File: config.mk
export PLATFORM = sky130hd
export DESIGN_NAME = fdcmd_top
export DESIGN_NICKNAME = d
export VERILOG_FILES = /design/src/shared/fdcmd_pkg.sv /design/src/hdl/fdcmd_top.sv
export VERILOG_INCLUDE_DIRS = /design/src /design/src/shared
export SDC_FILE = /design/constraint.sdc
export NUM_CORES = 1
export LEC_CHECK = 0
export ABC_AREA = 1
export ABC_CLOCK_PERIOD_IN_PS = 11300
export BUFFER_PORTS_ARGS = -buffer_cell sky130_fd_sc_hd__buf_2
export CORE_MARGIN = 2
export CORE_UTILIZATION = 50
export CTS_CLUSTER_DIAMETER = 120
export DETAILED_ROUTE_END_ITERATION = 7
export PLACE_DENSITY = 0.7
export SYNTH_ARGS = -nofsm -noshare
export SYNTH_HDL_FRONTEND = slang
export SYNTH_SLANG_ARGS = --single-unit
File: constraint.sdc
create_clock -name clk_sys -period 11.3 [get_ports clk_sys]
set_clock_uncertainty 0.05 [all_clocks]
set_input_delay 0.565 -clock clk_sys [delete_from_list [all_inputs] [get_ports clk_sys]]
set_output_delay 0.565 -clock clk_sys [all_outputs]
set_load 0.005 [all_outputs]
File: src/shared/fdcmd_defs.svh
`ifndef FDCMD_DEFS_SVH
`define FDCMD_DEFS_SVH
// ==========================================================
// Register byte offsets
`define FDC_OFS_DATA     5'h00
`define FDC_OFS_STAT     5'h04
`define FDC_OFS_ISTS     5'h08
`define FDC_OFS_ICLR     5'h0C
`define FDC_OFS_IEN      5'h10
`define FDC_OFS_SPEC     5'h14
// ==========================================================
// Interrupt bit positions
`define FDC_IRQ_SEEK     0
`define FDC_IRQ_RES      1
`define FDC_IRQ_BAD      2
`define FDC_IRQ_W        3
// ==========================================================
// Opcodes and opcode masks
`define FDC_MASK_RW      8'h3F
`define FDC_MASK_FMT     8'hBF
`define FDC_OPC_VER      8'h10
`define FDC_OPC_WR       8'h05
`define FDC_OPC_WDEL     8'h09
`define FDC_OPC_FMT      8'h0D
`define FDC_OPC_RCL      8'h07
`define FDC_OPC_SNS      8'h08
`define FDC_OPC_SPC      8'h03
`define FDC_OPC_SEEK     8'h0F
// ==========================================================
// Command lengths in bytes
`define FDC_LEN_ONE      4'h1
`define FDC_LEN_RCL      4'h2
`define FDC_LEN_THREE    4'h3
`define FDC_LEN_FMT      4'h6
`define FDC_LEN_RW       4'h9
// ==========================================================
// Result lengths and values
`define FDC_RES_ONE      3'h1
`define FDC_RES_SNS      3'h2
`define FDC_RES_RW       3'h7
`define FDC_VER_RESULT   8'h90
`define FDC_ST0_INVALID  8'h80
`define FDC_ST0_SEEK_END 8'h20
// ==========================================================
// Command byte positions and bits
`define FDC_B_DRV        1
`define FDC_B_CYL        2
`define FDC_B_HEAD       3
`define FDC_B_REC        4
`define FDC_B_SIZE       5
`define FDC_B_EOT        6
`define FDC_B_DTL        8
`define FDC_B_FSC        3
`define FDC_B_NCN        2
`define FDC_B_SRT        1
`define FDC_B_HLT        2
`define FDC_HEAD_BIT     2
// ==========================================================
// Timing and sector sizes
`define FDC_STEP_UNIT_US 1000
`define FDC_CLK_NS       10
`define FDC_SEC_BASE     16'h0080
`define FDC_SEC_MAX      16'h4000
`endif

File: src/shared/fdcmd_pkg.sv
package fdcmd_pkg;
  typedef enum logic [4:0] {
    FS_CMD  = 5'b00001,
    FS_DISP = 5'b00010,
    FS_XFER = 5'b00100,
    FS_STEP = 5'b01000,
    FS_RES  = 5'b10000
  } fdcmd_state_t;
  typedef enum logic [3:0] {
    OP_BAD, OP_VER, OP_WR, OP_WDEL, OP_FMT,
    OP_RCL, OP_SNS, OP_SPC, OP_SEEK
  } fdcmd_op_t;
  typedef struct packed {
    logic        read;
    logic        write;
    logic [4:0]  address;
    logic [31:0] writedata;
  } fdcmd_av_req_t;
endpackage

File: src/hdl/fdcmd_top.sv
// The Avalon-MM interface to the registers and the register offsets were decided locally.
`timescale 1ns/1ps
`include "fdcmd_defs.svh"
// Summary of operation
// - Version answers one byte, bits 7,4 set
// - Write data takes nine ordered bytes
// - Write execution forwards host data to drive
// - Write results: three status, then C,H,R,N
// - Write deleted behaves like write data
// - Format: six bytes, four ID bytes per sector
// - Recalibrate steps to track 0, interrupts
// - Sense interrupt returns status and cylinder, or 80h alone if none pending
// - Seek steps head to target cylinder
// - Unknown opcode returns single byte 80h
module fdcmd_top
  import fdcmd_pkg::*;
#(
  parameter int STEP_UNIT_CYC = `FDC_STEP_UNIT_US * 1000 / `FDC_CLK_NS
) (
  input  wire logic          clk_sys,
  input  wire logic          rst_b,
  input  wire fdcmd_av_req_t av_req,
  output logic [31:0]        av_readdata,
  output logic               av_waitrequest,
  output logic               irq,
  input  wire logic          drv_at_track0,
  output logic [1:0]         drv_sel,
  output logic               drv_head,
  output logic               drv_dir,
  output logic               drv_step,
  output logic [7:0]         drv_wdata,
  output logic               drv_wstrobe
);

  // ========================================================
  // Helpers
  function automatic fdcmd_op_t op_decode(input logic [7:0] b);
    fdcmd_op_t o;
    o = OP_BAD;
    if (b == `FDC_OPC_VER) o = OP_VER;
    else if ((b & `FDC_MASK_RW) == `FDC_OPC_WR) o = OP_WR;
    else if ((b & `FDC_MASK_RW) == `FDC_OPC_WDEL) o = OP_WDEL;
    else if ((b & `FDC_MASK_FMT) == `FDC_OPC_FMT) o = OP_FMT;
    else if (b == `FDC_OPC_RCL) o = OP_RCL;
    else if (b == `FDC_OPC_SNS) o = OP_SNS;
    else if (b == `FDC_OPC_SPC) o = OP_SPC;
    else if (b == `FDC_OPC_SEEK) o = OP_SEEK;
    return o;
  endfunction

  function automatic logic [3:0] op_len(input fdcmd_op_t o);
    logic [3:0] n;
    case (o)
      OP_WR, OP_WDEL: n = `FDC_LEN_RW;
      OP_FMT:         n = `FDC_LEN_FMT;
      OP_RCL:         n = `FDC_LEN_RCL;
      OP_SPC, OP_SEEK: n = `FDC_LEN_THREE;
      default:        n = `FDC_LEN_ONE;
    endcase
    return n;
  endfunction

  // Size code zero means the data length limit gives the count
  function automatic logic [15:0] sec_bytes(input logic [7:0] n,
                                            input logic [7:0] data_length_limit);
    logic [15:0] r;
    if (n == 8'h00) r = {8'h00, data_length_limit};
    else if (n > 8'h07) r = `FDC_SEC_MAX;
    else r = `FDC_SEC_BASE << n[2:0];
    return r;
  endfunction

  // ========================================================
  // Reset and pin synchronisers
  logic [1:0] rst_pipe;
  logic       rst_core_b;
  logic       t0_meta;
  logic       t0_sync;

  always_ff @(posedge clk_sys or negedge rst_b) begin
    if (!rst_b) rst_pipe <= 2'h0;
    else rst_pipe <= {rst_pipe[0], 1'b1};
  end
  assign rst_core_b = rst_pipe[1];

  always_ff @(posedge clk_sys or negedge rst_core_b) begin
    if (!rst_core_b) begin
      t0_meta <= 1'b0;
      t0_sync <= 1'b0;
    end else begin
      t0_meta <= drv_at_track0;
      t0_sync <= t0_meta;
    end
  end

  // ========================================================
  // Avalon slave: one wait state on every access
  logic ack;
  wire  req     = av_req.read | av_req.write;
  wire  wr_fire = av_req.write & ack;
  wire  rd_fire = av_req.read & ack;
  wire  sel_data = av_req.address == `FDC_OFS_DATA;
  wire  sel_stat = av_req.address == `FDC_OFS_STAT;
  wire  sel_ists = av_req.address == `FDC_OFS_ISTS;
  wire  sel_iclr = av_req.address == `FDC_OFS_ICLR;
  wire  sel_ien  = av_req.address == `FDC_OFS_IEN;
  wire  sel_spec = av_req.address == `FDC_OFS_SPEC;
  wire  [7:0] wbyte = av_req.writedata[7:0];
  assign av_waitrequest = req & ~ack;

  // ========================================================
  // Sequencer state
  fdcmd_state_t        state;
  fdcmd_op_t           op_q;
  logic [7:0]          cmd_buf [0:8];
  logic [3:0]          cmd_cnt;
  logic [7:0]          res_buf [0:6];
  logic [2:0]          res_cnt;
  logic [2:0]          res_idx;
  logic [15:0]         bytes_left;
  logic [7:0]          rec;
  logic [7:0]          target;
  logic [7:0]          present_cylinder [0:3];
  logic [23:0]         step_tmr;
  logic                int_pend;
  logic [7:0]          int_st0;
  logic [7:0]          int_pcn;
  logic [3:0]          step_rate_time;
  logic [3:0]          head_unload_time;
  logic [6:0]          head_load_time;
  logic                non_dma;
  logic [`FDC_IRQ_W-1:0] ev;
  logic [`FDC_IRQ_W-1:0] ists;
  logic [`FDC_IRQ_W-1:0] ien;

  wire data_wr = wr_fire & sel_data;
  wire data_rd = rd_fire & sel_data;
  wire fdcmd_op_t op_now = (cmd_cnt == 4'h0) ? op_decode(wbyte) : op_q;
  wire cmd_last = (cmd_cnt + 4'h1) == op_len(op_now);
  wire [1:0] dsel = cmd_buf[`FDC_B_DRV][1:0];
  wire hsel = cmd_buf[`FDC_B_DRV][`FDC_HEAD_BIT];
  wire [7:0] pcn_cur = present_cylinder[dsel];
  wire [7:0] st0_norm = {5'h00, hsel, dsel};
  wire [4:0] srt_units = {1'b0, ~step_rate_time} + 5'h01;
  wire [23:0] step_cyc = 24'(int'(srt_units) * STEP_UNIT_CYC);
  wire xfer_end = (op_q == OP_FMT) || (rec >= cmd_buf[`FDC_B_EOT]);
  wire step_done = (op_q == OP_RCL) ? t0_sync : (pcn_cur == target);
  wire [7:0] next_pcn = (op_q == OP_RCL || pcn_cur > target) ?
                        pcn_cur - 8'h01 : pcn_cur + 8'h01;

  // ========================================================
  // Command, execution and result phases
  always_ff @(posedge clk_sys or negedge rst_core_b) begin
    if (!rst_core_b) begin
      state <= FS_CMD;
      op_q <= OP_BAD;
      for (int i = 0; i < 9; i++) cmd_buf[i] <= 8'h00;
      for (int i = 0; i < 7; i++) res_buf[i] <= 8'h00;
      for (int i = 0; i < 4; i++) present_cylinder[i] <= 8'h00;
      cmd_cnt <= 4'h0;
      res_cnt <= 3'h0;
      res_idx <= 3'h0;
      bytes_left <= 16'h0000;
      rec <= 8'h00;
      target <= 8'h00;
      step_tmr <= 24'h000000;
      int_pend <= 1'b0;
      int_st0 <= 8'h00;
      int_pcn <= 8'h00;
      step_rate_time <= 4'h0;
      head_unload_time <= 4'h0;
      head_load_time <= 7'h00;
      non_dma <= 1'b0;
      ev <= '0;
      drv_sel <= 2'h0;
      drv_head <= 1'b0;
      drv_dir <= 1'b0;
      drv_step <= 1'b0;
      drv_wdata <= 8'h00;
      drv_wstrobe <= 1'b0;
    end else begin
      ev <= '0;
      drv_step <= 1'b0;
      drv_wstrobe <= 1'b0;
      case (state)
        FS_CMD: begin
          if (data_wr) begin
            cmd_buf[cmd_cnt] <= wbyte;
            if (cmd_cnt == 4'h0) op_q <= op_decode(wbyte);
            if (cmd_last) begin
              cmd_cnt <= 4'h0;
              state <= FS_DISP;
            end else begin
              cmd_cnt <= cmd_cnt + 4'h1;
            end
          end
        end
        FS_DISP: begin
          drv_sel <= dsel;
          drv_head <= hsel;
          res_idx <= 3'h0;
          state <= FS_RES;
          ev[`FDC_IRQ_RES] <= 1'b1;
          case (op_q)
            OP_VER: begin
              res_buf[0] <= `FDC_VER_RESULT;
              res_cnt <= `FDC_RES_ONE;
            end
            OP_WR, OP_WDEL: begin
              rec <= cmd_buf[`FDC_B_REC];
              bytes_left <= sec_bytes(cmd_buf[`FDC_B_SIZE],
                                      cmd_buf[`FDC_B_DTL]);
              state <= FS_XFER;
              ev[`FDC_IRQ_RES] <= 1'b0;
            end
            OP_FMT: begin
              bytes_left <= {6'h00, cmd_buf[`FDC_B_FSC], 2'h0};
              state <= FS_XFER;
              ev[`FDC_IRQ_RES] <= 1'b0;
            end
            OP_RCL, OP_SEEK: begin
              drv_head <= (op_q == OP_SEEK) & hsel;
              target <= (op_q == OP_SEEK) ? cmd_buf[`FDC_B_NCN] : 8'h00;
              step_tmr <= 24'h000000;
              state <= FS_STEP;
              ev[`FDC_IRQ_RES] <= 1'b0;
            end
            OP_SNS: begin
              int_pend <= 1'b0;
              res_buf[0] <= int_pend ? int_st0 : `FDC_ST0_INVALID;
              res_buf[1] <= int_pcn;
              res_cnt <= int_pend ? `FDC_RES_SNS : `FDC_RES_ONE;
            end
            OP_SPC: begin
              step_rate_time <= cmd_buf[`FDC_B_SRT][7:4];
              head_unload_time <= cmd_buf[`FDC_B_SRT][3:0];
              head_load_time <= cmd_buf[`FDC_B_HLT][7:1];
              non_dma <= cmd_buf[`FDC_B_HLT][0];
              state <= FS_CMD;
              ev[`FDC_IRQ_RES] <= 1'b0;
            end
            default: begin
              res_buf[0] <= `FDC_ST0_INVALID;
              res_cnt <= `FDC_RES_ONE;
              ev[`FDC_IRQ_BAD] <= 1'b1;
            end
          endcase
        end
        FS_XFER: begin
          if (data_wr) begin
            drv_wdata <= wbyte;
            drv_wstrobe <= 1'b1;
            if (bytes_left > 16'h0001) begin
              bytes_left <= bytes_left - 16'h0001;
            end else if (!xfer_end) begin
              rec <= rec + 8'h01;
              bytes_left <= sec_bytes(cmd_buf[`FDC_B_SIZE],
                                      cmd_buf[`FDC_B_DTL]);
            end else begin
              res_buf[0] <= st0_norm;
              res_buf[1] <= 8'h00;
              res_buf[2] <= 8'h00;
              res_buf[3] <= (op_q == OP_FMT) ? 8'h00 : cmd_buf[`FDC_B_CYL];
              res_buf[4] <= (op_q == OP_FMT) ? 8'h00 : cmd_buf[`FDC_B_HEAD];
              res_buf[5] <= (op_q == OP_FMT) ? 8'h00 : rec;
              res_buf[6] <= (op_q == OP_FMT) ? 8'h00 : cmd_buf[`FDC_B_SIZE];
              res_cnt <= `FDC_RES_RW;
              state <= FS_RES;
              ev[`FDC_IRQ_RES] <= 1'b1;
            end
          end
        end
        FS_STEP: begin
          if (step_done) begin
            if (op_q == OP_RCL) present_cylinder[dsel] <= 8'h00;
            int_pend <= 1'b1;
            int_st0 <= `FDC_ST0_SEEK_END | st0_norm;
            int_pcn <= (op_q == OP_RCL) ? 8'h00 : pcn_cur;
            ev[`FDC_IRQ_SEEK] <= 1'b1;
            state <= FS_CMD;
          end else if (step_tmr != 24'h000000) begin
            step_tmr <= step_tmr - 24'h000001;
          end else begin
            drv_dir <= (op_q != OP_RCL) && (pcn_cur < target);
            drv_step <= 1'b1;
            present_cylinder[dsel] <= next_pcn;
            step_tmr <= step_cyc;
          end
        end
        FS_RES: begin
          if (data_rd) begin
            if (res_idx + 3'h1 == res_cnt) begin
              res_idx <= 3'h0;
              state <= FS_CMD;
            end else begin
              res_idx <= res_idx + 3'h1;
            end
          end
        end
        default: state <= FS_CMD;
      endcase
    end
  end

  // ========================================================
  // Interrupt status, enable and clear
  wire [`FDC_IRQ_W-1:0] iclr = (wr_fire & sel_iclr) ?
                               av_req.writedata[`FDC_IRQ_W-1:0] : '0;

  // Set beats clear so an event in the clear cycle is kept
  always_ff @(posedge clk_sys or negedge rst_core_b) begin
    if (!rst_core_b) begin
      ists <= '0;
      ien <= '0;
    end else begin
      ists <= (ists & ~iclr) | ev;
      if (wr_fire & sel_ien) ien <= av_req.writedata[`FDC_IRQ_W-1:0];
    end
  end
  assign irq = |(ists & ien);

  // ========================================================
  // Read data, sampled in the wait cycle
  wire busy = (state != FS_CMD) || (cmd_cnt != 4'h0);
  wire [7:0] res_byte = (state == FS_RES) ? res_buf[res_idx] : 8'h00;
  wire [31:0] stat_word = {16'h0000, pcn_cur, 3'h0, non_dma,
                           state == FS_STEP, state == FS_XFER,
                           state == FS_RES, busy};
  wire [31:0] rd_mux =
    sel_data ? {24'h000000, res_byte} :
    sel_stat ? stat_word :
    sel_ists ? {{(32-`FDC_IRQ_W){1'b0}}, ists} :
    sel_ien  ? {{(32-`FDC_IRQ_W){1'b0}}, ien} :
    sel_spec ? {16'h0000, step_rate_time, head_unload_time, head_load_time, non_dma} : 32'h00000000;

  always_ff @(posedge clk_sys or negedge rst_core_b) begin
    if (!rst_core_b) begin
      ack <= 1'b0;
      av_readdata <= 32'h00000000;
    end else begin
      ack <= req & ~ack;
      if (req & ~ack) av_readdata <= rd_mux;
    end
  end

endmodule

==> impl_metrics.env <==
export IMPL_status="completed"
export IMPL_reg2reg_to="present_cylinder[1]$_DFFE_PN0P_"
export IMPL_cts_buffer_depth=3
export IMPL_ys_seq_area_frac=0.4611
export IMPL_wl_met2_um=17870
export IMPL_crit_fanout=14
export IMPL_initial_core_util=0.5044
export IMPL_cp_data_required_time_ns=11.71
export IMPL_stdcell_count=2332
export IMPL_rrSetupSlack_ns=6.42
export IMPL_die_h_um=179.0
export IMPL_drt_iter0_drc=980
export IMPL_antenna_found_initial=1
export IMPL_finalSetupTns_ns=0
export IMPL_ys_ff_latch=282
export IMPL_power_frac_clock=0.393
export IMPL_fillers=2734
export IMPL_hold_end="t0_meta$_DFF_PN0_"
export IMPL_worstMarginPinSlew_ns=1.179
export IMPL_async_reset_ff_frac=1.000
export IMPL_synth_top_area_cell="dfrtp_1"
export IMPL_yosys_top_cells_area="dfrtp_1 46%, nand2_1 10%, o21ai_0 7.2%, inv_1 5.3%, ha_1 5.0%"
export IMPL_hold_viol=0
export IMPL_ant_nets=0
export IMPL_grt_util_all_layers=0.2523
export IMPL_synth_area_um2=15310
export IMPL_grt_pass1_wl_um=64050
export IMPL_crit_type="flop to flop"
export IMPL_wl_met3_um=2524
export IMPL_wire_per_inst_um=17.01
export IMPL_yosysMostFrequentCell="nand2_1"
export IMPL_cp_start_kind="flop"
export IMPL_hold_class="primary input to flop"
export IMPL_vdd_drop_max_mv=0.1411
export IMPL_cts_resized=0
export IMPL_die_w_um=179.0
export IMPL_grt_max_degree=78
export IMPL_arrival_ns=5.29
export IMPL_grt_pass1_vias=12190
export IMPL_layout_min_cycle_time_ns=4.881
export IMPL_synth_common_cells="414 x nand2_1, 281 x dfrtp_1, 220 x o21ai_0"
export IMPL_synth_cells=1873
export IMPL_gp_congestion=0.8893
export IMPL_synth_area_per_cell_um2=8.173
export IMPL_clock_fmax_mhz=204.9
export IMPL_met1_length_um=18010
export IMPL_syn_to_final_growth_pct=10.61
export IMPL_cts_htree_levels=1
export IMPL_cap_violations=0
export IMPL_fp_dieArea_um2=32030
export IMPL_top_layer="met5"
export IMPL_core_area_um2=30350
export IMPL_seqPwrFrac=0.415
export IMPL_fin_nets=2017
export IMPL_slew_headroom=0.2120
export IMPL_synth_top_area_share=0.4593
export IMPL_reg2reg_depth=18
export IMPL_rsz0062_at_grt="false"
export IMPL_grt_ovfl_total=0
export IMPL_p_sw_frac=0.3085
export IMPL_drt_first_pass_iters=6
export IMPL_yosysUniqueCellTypes=56
export IMPL_clkSinkCount=282
export IMPL_place_port_buffers=49
export IMPL_num_antenna_cells=0
export IMPL_intPower_mw=1.910
export IMPL_wl_um=39670
export IMPL_dp_hpwl_um=28110
export IMPL_drive_above_1_share=0.08574
export IMPL_hp_start="drv_at_track0"
export IMPL_yosys_warnings=0
export IMPL_cts_setup_buffers=0
export IMPL_hold_depth=1
export IMPL_combinationalPowerShare=0.192
export IMPL_power_leakage_nw=8.043
export IMPL_vias=12900
export IMPL_cts_clk_slew_worst_paths_ns=0.06
export IMPL_period_share=0.4319
export IMPL_dp_cells=2273
export IMPL_r2r_start="cmd_buf[56]$_DFFE_PN0P_"
export IMPL_final_max_slew_violation_count=0
export IMPL_route_detailed_drc=0
export IMPL_end_kind="flop"
export IMPL_hold_slack_ns=0.05467
export IMPL_clk_latency_ns=0.57
export IMPL_cts_tree="yes"
export IMPL_vias_per_cell=5.533
export IMPL_switching_power_uw=852.1
export IMPL_synth_edf_count=0
export IMPL_rows=64
export IMPL_setup_violations=0
export IMPL_ios=90
export IMPL_ys_flop_type="dfrtp_1"
export IMPL_cts_buffers_inserted=31
export IMPL_power_density_nw_per_um2=163.1
export IMPL_cts_root_buf="clkbuf_16"
[metrics by stage]
stage	utilization	instance area [um2]	power (mW)	worst slack, ns
finish	0.5579	16930	2.762	6.419
global route	0.5579	16930	2.901	6.174
CTS	0.5579	16930	2.773	6.494
detailed placement	0.5211	15820	1.684	6.514
global placement	0.5211	15820	1.670	6.546
floorplan	-	15360	1.547	2.811
[how the worst max path moves through the flow]
| stage | cells after the start | slack [ns] | start | to |
|---|---|---|---|---|
| after floorplan | 0 | 2.81 | rst_pipe[1]$_DFF_PN0_ | ack$_DFF_PN0_ |
| after global placement | 18 | 6.55 | cmd_buf[56]$_DFFE_PN0P_ | present_cylinder[1]$_DFFE_PN0P_ |
| after detailed placement | 18 | 6.51 | cmd_buf[56]$_DFFE_PN0P_ | present_cylinder[1]$_DFFE_PN0P_ |
| after CTS | 18 | 6.49 | cmd_buf[56]$_DFFE_PN0P_ | present_cylinder[1]$_DFFE_PN0P_ |
| after global routing | 18 | 6.17 | cmd_buf[56]$_DFFE_PN0P_ | present_cylinder[5]$_DFFE_PN0P_ |
| final | 18 | 6.42 | cmd_buf[56]$_DFFE_PN0P_ | present_cylinder[1]$_DFFE_PN0P_ |
[sequential cells by signal, indices dropped and copies added, names as in the netlist, 2 cells and up]
| register | flops |
|---|---|
| av_readdata | 16 |
| bytes_left | 16 |
| cmd_buf | 56 |
| cmd_cnt | 4 |
| drv_sel | 2 |
| drv_wdata | 8 |
| ev | 3 |
| head_load_time | 7 |
| head_unload_time | 4 |
| ien | 3 |
| int_pcn | 8 |
| int_st0 | 4 |
| ists | 3 |
| op_q | 4 |
| present_cylinder | 32 |
| rec | 8 |
| res_buf | 46 |
| res_cnt | 3 |
| res_idx | 3 |
| rst_pipe | 2 |
| state | 5 |
| step_rate_time | 4 |
| step_tmr | 24 |
| target | 8 |
[cells by family (layout without fill, tap and decap cells)]
| logic type | after synthesis | after routing | share of synthesized area |
|---|---|---|---|
| and+or+nand+nor | 717 | 717 | 0.2026 |
| AOI/OAI and AO/OA | 451 | 451 | 0.1687 |
| buffers and inverters | 304 | 352 | 0.08222 |
| DFF | 282 | 282 | 0.4611 |
| adders and majority gates | 64 | 64 | 0.05378 |
| xor gates and xnor gates | 45 | 45 | 0.02575 |
| muxes | 8 | 8 | 0.005394 |
| other | 2 | 17 | 0.0004906 |
[layout make-up]
class / instances / area [um2] / share of cell area
Sequential cell: 282 / 7062 / 0.4171
Multi-Input combinational cell: 1302 / 7057 / 0.4168
Clock buffer: 44 / 904.6 / 0.05342
Inverter: 233 / 874.6 / 0.05165
Tap cell: 396 / 495.5 / 0.02926
Timing Repair Buffer: 61 / 337.8 / 0.01995
Clock inverter: 14 / 201.4 / 0.01190
[layout by cell type (no fill, tap or decap), drive strengths merged, types with 3 or more instances in the layout]
| cell type | count |
|---|---|
| a211oi | 4 |
| a21oi | 78 |
| a221oi | 4 |
| a22oi | 9 |
| a31oi | 6 |
| buf | 60 |
| bufinv | 5 |
| clkbuf | 44 |
| clkinv | 9 |
| conb | 17 |
| dfrtp | 281 |
| fa | 3 |
| ha | 61 |
| inv | 232 |
| mux2i | 6 |
| nand2 | 421 |
| nand3 | 72 |
| nand3b | 4 |
| nand4 | 30 |
| nor2 | 149 |
| nor3 | 27 |
| nor4 | 11 |
| o211ai | 13 |
| o21a | 9 |
| o21ai | 249 |
| o221ai | 7 |
| o22ai | 29 |
| o31ai | 27 |
| o32ai | 3 |
| xnor2 | 8 |
| xor2 | 37 |
[worst max-delay path, stage by stage, from the launching register on]
cell      delay (ns)
dfrtp_1         0.46
inv_1           0.26
nand2_2         0.21
inv_1           0.15
a221oi_1        0.58
inv_1           0.21
ha_1            0.34
nand2_1         0.09
nor2_1          0.06
nand3b_1        0.11
nand2_2         0.15
nor2_1          0.78
inv_2           0.40
nor2_4          0.29
a21oi_4         0.12
nor2_4          0.23
inv_1           0.11
nor2_1          0.09
nor2_1          0.04
[power groups by stage]
stage / sequential (mW) / combinational [mW] / clock (mW)
4_1_cts: 1.14 / 0.527 / 1.10
3_3_place_gp: 1.16 / 0.511 / 0
5_1_grt: 1.15 / 0.600 / 1.15
3_5_place_dp: 1.16 / 0.523 / 0
2_1_floorplan: 1.15 / 0.396 / 0
6_report: 1.15 / 0.530 / 1.09
[routing by layer]
layer | up-vias | global-route usage
met1 | 6183 | 0.3524
met2 | 326 | 0.3904
met4 | 2 | 0.08706
li1 | 6313 | -
met3 | 78 | 0.05259
met5 | - | 0
[repair_timing]
action / in CTS / in global routing
setup endpoints to repair: 0 / 0
hold endpoints to repair: 2 / 0
hold buffers: 1 / 0
No activity file was read; power rests on OpenSTA's default activity.
